**src/flash_guard_pkg.sv**
```systemverilog
package flash_guard_pkg;

  // register word addresses (byte offsets, one aligned word each)
  localparam logic [3:0] CTRL0_OFFSET      = 4'h0;
  localparam logic [3:0] CTRL1_OFFSET      = 4'h4;
  localparam logic [3:0] MODE_OFFSET       = 4'h8;

  // control register zero fields
  localparam int         REWRITE_SEL_BIT   = 1;
  localparam int         LOCK_DIS_BIT      = 2;
  localparam int         FRESET_BIT        = 3;
  localparam int         UROM_SEL_BIT      = 5;
  // control register one fields
  localparam int         PWR_OFF_BIT       = 3;
  // mode register fields
  localparam int         PAR_IO_BIT        = 0;

  localparam logic [7:0] CTRL0_RESET       = 8'h00;
  localparam logic [7:0] CTRL1_RESET       = 8'h00;
  localparam logic [7:0] CTRL0_WMASK       = 8'h2e;
  localparam logic [7:0] CTRL1_WMASK       = 8'h08;

  typedef struct packed {
    logic rewrite_mode_select;
    logic lock_disable_bit;
    logic flash_reset_bit;
    logic user_rom_area_select;
    logic flash_power_off_bit;
  } flash_ctrl_s;

endpackage
```
**src/flash_ctrl_write_guard.sv**
```systemverilog
// The address map and register access over Avalon-MM are this design's own decisions.
`timescale 1ns/1ps
// Overview of operation
// - lock disable needs 0 then 1, rewrite on
// - flash reset acts only in rewrite mode
// - power off bit 1 cuts flash supply
// - power off needs 0 then 1 writes
// - parallel I/O mode ignores power off bit
// - commands accepted only in rewrite mode
module flash_ctrl_write_guard
  import flash_guard_pkg::*;
(
  input  wire logic        i_ref_clk,         // system clock, 200 MHz
  input  wire logic        i_arst_n,          // async reset, active low
  input  wire logic [3:0]  i_avs_address,     // byte address
  input  wire logic        i_avs_read,        // read request
  input  wire logic        i_avs_write,       // write request
  input  wire logic [31:0] i_avs_writedata,   // write data
  input  wire logic [3:0]  i_avs_byteenable,  // byte lanes
  output logic [31:0]      o_avs_readdata,    // read data, registered
  output logic             o_avs_waitrequest, // stall
  input  wire logic        i_par_io_pin,      // parallel I/O mode pin, async
  input  wire logic        i_cmd_valid,       // software command strobe
  output logic             o_cmd_accept,      // command passed to flash
  output logic             o_flash_reset,     // flash reset request
  output logic             o_flash_power_on,  // flash supply enable
  output flash_ctrl_s      o_ctrl             // control bits
);

  flash_ctrl_s ctrl_r, ctrl_nxt;
  logic        arm_lock_r, arm_lock_nxt;
  logic        arm_pwr_r, arm_pwr_nxt;
  logic [31:0] rdata_r, rdata_nxt;
  logic        ack_r, ack_nxt;
  logic [2:0]  par_sync_r;
  logic        par_mode_r, par_mode_nxt;

  logic        req;
  logic        commit;
  logic        wr0, wr1;
  logic [7:0]  wd;
  logic [7:0]  ctrl0_view, ctrl1_view;

  assign req    = (i_avs_read | i_avs_write) & ~ack_r;
  // a write lands only on the edge where the master sees waitrequest low
  assign commit = i_avs_write & ack_r;
  assign wd     = i_avs_writedata[7:0];
  assign wr0    = commit & i_avs_byteenable[0] & (i_avs_address == CTRL0_OFFSET);
  assign wr1    = commit & i_avs_byteenable[0] & (i_avs_address == CTRL1_OFFSET);

  assign ctrl0_view = {2'b00, ctrl_r.user_rom_area_select, 1'b0, ctrl_r.flash_reset_bit,
                       ctrl_r.lock_disable_bit, ctrl_r.rewrite_mode_select, 1'b0};
  assign ctrl1_view = {4'h0, ctrl_r.flash_power_off_bit, 3'b000};

  always_comb
  begin
    ctrl_nxt     = ctrl_r;
    arm_lock_nxt = arm_lock_r;
    arm_pwr_nxt  = arm_pwr_r;
    // reserved bits are never stored, whatever software writes
    if (wr0)
    begin
      ctrl_nxt.rewrite_mode_select  = wd[REWRITE_SEL_BIT];
      ctrl_nxt.flash_reset_bit      = wd[FRESET_BIT];
      ctrl_nxt.user_rom_area_select = wd[UROM_SEL_BIT];
      if (!wd[LOCK_DIS_BIT])
        ctrl_nxt.lock_disable_bit = 1'b0;
      else if (arm_lock_r && ctrl_r.rewrite_mode_select)
        ctrl_nxt.lock_disable_bit = 1'b1;
      arm_lock_nxt = ~wd[LOCK_DIS_BIT];
    end
    // a write to the other register breaks the lock sequence
    else if (wr1)
      arm_lock_nxt = 1'b0;
    if (wr1)
    begin
      if (!wd[PWR_OFF_BIT])
        ctrl_nxt.flash_power_off_bit = 1'b0;
      else if (arm_pwr_r)
        ctrl_nxt.flash_power_off_bit = 1'b1;
      arm_pwr_nxt = ~wd[PWR_OFF_BIT];
    end
    else if (wr0)
      arm_pwr_nxt = 1'b0;
    // lock disable only stands while rewrite mode is selected
    if (!ctrl_nxt.rewrite_mode_select)
      ctrl_nxt.lock_disable_bit = 1'b0;
  end

  always_comb
  begin
    ack_nxt   = req;
    rdata_nxt = 32'h0000_0000;
    if (req && i_avs_read)
    begin
      unique case (i_avs_address)
        CTRL0_OFFSET: rdata_nxt = {24'h00_0000, ctrl0_view};
        CTRL1_OFFSET: rdata_nxt = {24'h00_0000, ctrl1_view};
        MODE_OFFSET:  rdata_nxt = {31'h0000_0000, par_mode_r};
        default:      rdata_nxt = 32'h0000_0000;
      endcase
    end
  end

  // parallel I/O pin: change accepted when stages two and three agree
  always_comb
  begin
    par_mode_nxt = par_mode_r;
    if (par_sync_r[1] == par_sync_r[2])
      par_mode_nxt = par_sync_r[2];
  end

  always_ff @(posedge i_ref_clk or negedge i_arst_n)
  begin
    if (!i_arst_n)
    begin
      ctrl_r     <= '0;
      arm_lock_r <= 1'b0;
      arm_pwr_r  <= 1'b0;
      rdata_r    <= 32'h0000_0000;
      ack_r      <= 1'b0;
      par_sync_r <= 3'h0;
      par_mode_r <= 1'b0;
    end
    else
    begin
      ctrl_r     <= ctrl_nxt;
      arm_lock_r <= arm_lock_nxt;
      arm_pwr_r  <= arm_pwr_nxt;
      rdata_r    <= rdata_nxt;
      ack_r      <= ack_nxt;
      par_sync_r <= {par_sync_r[1:0], i_par_io_pin};
      par_mode_r <= par_mode_nxt;
    end
  end

  // one wait cycle per access, answer on the second edge
  assign o_avs_waitrequest = ~ack_r;
  assign o_avs_readdata    = rdata_r;
  assign o_ctrl            = ctrl_r;

  assign o_flash_reset = ctrl_r.flash_reset_bit & ctrl_r.rewrite_mode_select;

  assign o_flash_power_on = par_mode_r | ~ctrl_r.flash_power_off_bit;

  assign o_cmd_accept = i_cmd_valid & ctrl_r.rewrite_mode_select & ~par_mode_r;

  a_lock_needs_arm: assert property (@(posedge i_ref_clk) disable iff (!i_arst_n)
    $rose(ctrl_r.lock_disable_bit) |-> $past(arm_lock_r) && $past(wr0))
    else $error("lock disable set without unlock");
  a_lock_needs_mode: assert property (@(posedge i_ref_clk) disable iff (!i_arst_n)
    ctrl_r.lock_disable_bit |-> ctrl_r.rewrite_mode_select)
    else $error("lock disable set outside rewrite mode");
  a_pwr_needs_arm: assert property (@(posedge i_ref_clk) disable iff (!i_arst_n)
    $rose(ctrl_r.flash_power_off_bit) |-> $past(arm_pwr_r) && $past(wr1))
    else $error("power off set without unlock");
  a_pwr_seq_sets: assert property (@(posedge i_ref_clk) disable iff (!i_arst_n)
    wr1 && arm_pwr_r && wd[PWR_OFF_BIT] |=> ctrl_r.flash_power_off_bit)
    else $error("unlock sequence did not set power off");
  a_arm_dropped: assert property (@(posedge i_ref_clk) disable iff (!i_arst_n)
    wr0 |=> !arm_pwr_r)
    else $error("power unlock survived other write");
  a_reset_gated: assert property (@(posedge i_ref_clk) disable iff (!i_arst_n)
    o_flash_reset |-> ctrl_r.rewrite_mode_select && ctrl_r.flash_reset_bit)
    else $error("flash reset outside rewrite mode");
  a_supply_off: assert property (@(posedge i_ref_clk) disable iff (!i_arst_n)
    ctrl_r.flash_power_off_bit && !par_mode_r |-> !o_flash_power_on)
    else $error("supply not cut");
  a_par_override: assert property (@(posedge i_ref_clk) disable iff (!i_arst_n)
    par_mode_r |-> o_flash_power_on && !o_cmd_accept)
    else $error("parallel mode not overriding");
  a_cmd_gate: assert property (@(posedge i_ref_clk) disable iff (!i_arst_n)
    o_cmd_accept |-> ctrl_r.rewrite_mode_select)
    else $error("command accepted in normal mode");
  a_bus_answer: assert property (@(posedge i_ref_clk) disable iff (!i_arst_n)
    req |=> !o_avs_waitrequest ##1 o_avs_waitrequest)
    else $error("bus answer timing wrong");

  // unlock sequences, command gate and bus data checks
  a_lock_seq_sets: assert property (@(posedge i_ref_clk) disable iff (!i_arst_n)
    wr0 && arm_lock_r && ctrl_r.rewrite_mode_select
      && wd[LOCK_DIS_BIT] && wd[REWRITE_SEL_BIT] |=> ctrl_r.lock_disable_bit)
    else $error("unlock sequence did not set lock disable");
  a_lock_lone_held: assert property (@(posedge i_ref_clk) disable iff (!i_arst_n)
    wr0 && !arm_lock_r && !ctrl_r.lock_disable_bit |=> !ctrl_r.lock_disable_bit)
    else $error("lone write set lock disable");
  a_pwr_lone_held: assert property (@(posedge i_ref_clk) disable iff (!i_arst_n)
    wr1 && !arm_pwr_r && !ctrl_r.flash_power_off_bit |=> !ctrl_r.flash_power_off_bit)
    else $error("lone write set power off");
  a_lock_arm_dropped: assert property (@(posedge i_ref_clk) disable iff (!i_arst_n)
    wr1 |=> !arm_lock_r)
    else $error("lock unlock survived other write");
  a_cmd_open: assert property (@(posedge i_ref_clk) disable iff (!i_arst_n)
    i_cmd_valid && ctrl_r.rewrite_mode_select && !par_mode_r |-> o_cmd_accept)
    else $error("command refused in rewrite mode");
  a_write_on_answer: assert property (@(posedge i_ref_clk) disable iff (!i_arst_n)
    wr0 || wr1 |-> !o_avs_waitrequest)
    else $error("write landed while stalled");
  a_upper_zero: assert property (@(posedge i_ref_clk) disable iff (!i_arst_n)
    !o_avs_waitrequest |-> o_avs_readdata[31:8] == 24'h00_0000)
    else $error("read data above byte zero");

  c_lock_set: cover property (@(posedge i_ref_clk) disable iff (!i_arst_n)
    $rose(ctrl_r.lock_disable_bit));
  c_pwr_off: cover property (@(posedge i_ref_clk) disable iff (!i_arst_n)
    $rose(ctrl_r.flash_power_off_bit));
  c_flash_reset: cover property (@(posedge i_ref_clk) disable iff (!i_arst_n)
    $rose(o_flash_reset));
  c_par_mode: cover property (@(posedge i_ref_clk) disable iff (!i_arst_n)
    $rose(par_mode_r));
  c_cmd_accept: cover property (@(posedge i_ref_clk) disable iff (!i_arst_n)
    $rose(o_cmd_accept));

endmodule

```
**config.mk**
```make
export PLATFORM = sky130hd
export DESIGN_NAME = flash_ctrl_write_guard
export DESIGN_NICKNAME = d
export VERILOG_FILES = /design/src/flash_guard_pkg.sv /design/src/flash_ctrl_write_guard.sv
export SDC_FILE = /design/constraint.sdc
export NUM_CORES = 1
export LEC_CHECK = 0
export BUFFER_PORTS_ARGS = -buffer_cell sky130_fd_sc_hd__buf_2
export CORE_ASPECT_RATIO = 0.7
export CORE_MARGIN = 2
export CORE_UTILIZATION = 32
export DETAILED_ROUTE_END_ITERATION = 10
export GPL_TIMING_DRIVEN = 1
export HOLD_SLACK_MARGIN = 0.02
export PLACE_DENSITY = 0.76
export REMOVE_ABC_BUFFERS = 1
export SLEW_MARGIN = 10
export SYNTH_ARGS = -nofsm -noshare
export SYNTH_HDL_FRONTEND = slang
export SYNTH_SLANG_ARGS = --single-unit
```
**constraint.sdc**
```tcl
create_clock -name i_ref_clk -period 1.32 [get_ports i_ref_clk]
set_input_delay 0.396 -clock i_ref_clk [delete_from_list [all_inputs] [get_ports i_ref_clk]]
set_output_delay 0.396 -clock i_ref_clk [all_outputs]
set_load 0.05 [all_outputs]
```
==> run_results.csv <==
group,metric,value,unit
outcome,status,"finished with violations",
outcome,violations,"setup timing",
logic_synthesis,synthFlopType,"dfrtp_1",
logic_synthesis,synth-edff-count,0,
sta,fmax,690,MHz
floorplan,io_pins,87,
pwr,vdd_ir_drop_max,0.000646,V
job,maxCapViolations,0,
final_layout,seq_area,427,sq um
final_layout,fin_area,0.00114,sq mm
placed_design,dpl-instance-area,992,sq um
clocking,cts.sinks,17,
pwr,p_per_area,1210,mW/mm^2
grt,grt_pass1_wl,2340,um
min_path,min_path_type,"in -> async",
clocking,insertion_delay,0.25,ns
final_layout,fillers,245,
route,route.detailed.drc,0,
clocking,clkTransAtPathRegs,0.06,ns
clocking,cts_inserted_buffers,3,
sta,rsz0062_at_grt,"yes",
route,viasPerCell,3.98,
floorplan,fp.dieH,47.8,um
grt,grt_antenna_before_repair,0,
setup_path,worstPathArrival,1.05,ns
setup_path,cp-end-kind,"output port",
logic_synthesis,synthCells,78,
sta,final.setup_skew,0.00207,ns
route,first_iter_violations,13,
logic_synthesis,async_flop_share,1.00,
floorplan,dieArea,0.00318,sq mm
grt,first_global_vias,538,
setup_path,critPathKind,"reg -> out",
clocking,root_buffer,"clkbuf_8",
route,drt_wl_total,1660,um
sta,setup_viol,4,
sta,fin_crit,1.45,ns
floorplan,rows,15,
setup_path,crit_slowest_cell,"dfrtp_1",
floorplan,core,0.00253,sq mm
route,drt_pre_antenna_iters,4,
grt,grt_usage,0.103,
clocking,clock_path_buffers,2,
clocking,cts_tree,"built",
final_layout,multi_input_area,362,sq um
pwr,finalPower,1.38,mW
placed_design,place_congestion,0.815,
final_layout,mostFrequentLayoutCells,"conb_1 (27), buf_2 (20), dfrtp_1 (16), buf_4 (11), mux2_2 (5)",
clocking,htreeDepth,1,
sta,post-route-period-util,1.10,
placed_design,place_ws,-0.0932,ns
setup_path,slowest_delay,0.40,ns
floorplan,start_util,0.346,
setup_path,cp.required,0.92,ns
route,ant_nets,0,
placed_design,numPortBuffers,28,
final_layout,post-route-util,0.451,
placed_design,dp_hpwl,1250,um
final_layout,final_common_cell,"conb_1",
route,wire_per_inst,10.8,um
logic_synthesis,synth_warnings,0,
final_layout,syn2layout_area_growth,30.4,%
final_layout,antennaDiodeCount,0,
setup_path,crit_fanout,4,
sta,hold_viol,0,
setup_path,cp-start-kind,"register",
logic_synthesis,seq_area_frac_synth,0.485,
route,num_vias,609,
logic_synthesis,yosys_register_bits,17,
grt,grt_max_degree,18,
pwr,power.leakage,0.657,nW
grt,gr-total-overflow,0,
setup_path,worstPathCellList,"and3b_1 -> buf_6",
logic_synthesis,synth_cell_types,22,
logic_synthesis,syn_area_per_cell,11.2,sq um
final_layout,drive_above_1_share,0.445,
sta,setup_slack,-0.130,ns
floorplan,dieWidth,66.6,um
sta,final_max_slew_viol_count,0,
logic_synthesis,syn_area,877,sq um
clocking,holdBufCountCts,0,
final_layout,finish.net_count,166,
-- flip-flops by register name, summed over array words and instances (netlist names) --
signal	flops
ack_r	1
arm_lock_r	1
arm_pwr_r	1
o_avs_readdata	5
o_ctrl	5
par_mode_r	1
par_sync_r	3
-- cells by family after synthesis --
group           after synthesis  synth area share
mux                           7            0.0870
buf+inv                      28             0.235
other cells                   1           0.00428
fa+ha+maj                     1            0.0114
simple gates                 21             0.151
compound gates                3            0.0257
flops                        17             0.485
-- worst max-delay path, delay by kind of cell, from the launching register on --
kind,cells,cell delay [ns]
buf+inv,1,0.17
flops,1,0.40
simple gates,1,0.24
-- worst paths after layout --
| path | from | endpoint | slack, ns | cells past startpoint |
|---|---|---|---|---|
| setup / recovery | par_mode_r | o_cmd_accept | -0.13 | 2 |
| hold / removal | i_arst_n | par_mode_r | 0.05 | 1 |
| setup reg to reg | ack_r | o_avs_readdata[2] | 0.04 | 3 |
| hold reg to reg | par_sync_r[0] | par_sync_r[1] | 0.35 | 0 |
| max in group asynchronous | i_arst_n | o_ctrl[4] | 0.98 | 1 |
| min in group i_ref_clk | i_par_io_pin | par_sync_r[0] | 0.25 | 1 |
-- synthesized netlist by cell type (2+ instances only) --
cell type | n | share of area
mux2_2 | 5 | 0.064
mux2i_1 | 2 | 0.023
buf_4 | 27 | 0.23
nand2_1 | 3 | 0.013
nor2_1 | 4 | 0.017
dfrtp_1 | 17 | 0.49
and2_1 | 4 | 0.029
nor3_1 | 2 | 0.011
-- power breakdown --
group	leakage, nW	internal [mW]	total, mW	switching [mW]
clock network	0.0228	0.214	0.372	0.158
registers	0.222	0.556	0.582	0.0256
logic	0.412	0.115	0.427	0.312
-- layout make-up --
cell class,instances,share of cell area
repair buffers,38,0.229
multi-input cells,59,0.316
inverters,1,0.00547
clock buffers,4,0.0394
well taps,34,0.0372
flip-flops and latches,17,0.373
-- metal layers --
layer	share of wire	track usage
met4	0.016	0.0367
met5	0	0
met2	0.54	0.204
met1	0.36	0.107
met3	0.084	0.0329
-- stage by stage --
stage / setup TNS (ns) / hold WS, ns / cells
detailed placement: -0.534 / 0.332 / 144
floorplan: -0.659 / 0.100 / 77
global route: -0.461 / 0.0817 / 153
global placement: -0.428 / 0.323 / 144
CTS: -0.238 / 0.0648 / 152
finish: -0.279 / 0.0536 / 153
-- timing repair --
item                       4_1_cts  5_1_grt
hold endpoints to repair         0        0
setup endpoints to repair       11       10
pin swaps                        2        0
buffers inserted                 4        1
resized for setup               18        4
No activity file was read; power rests on OpenSTA's default activity.
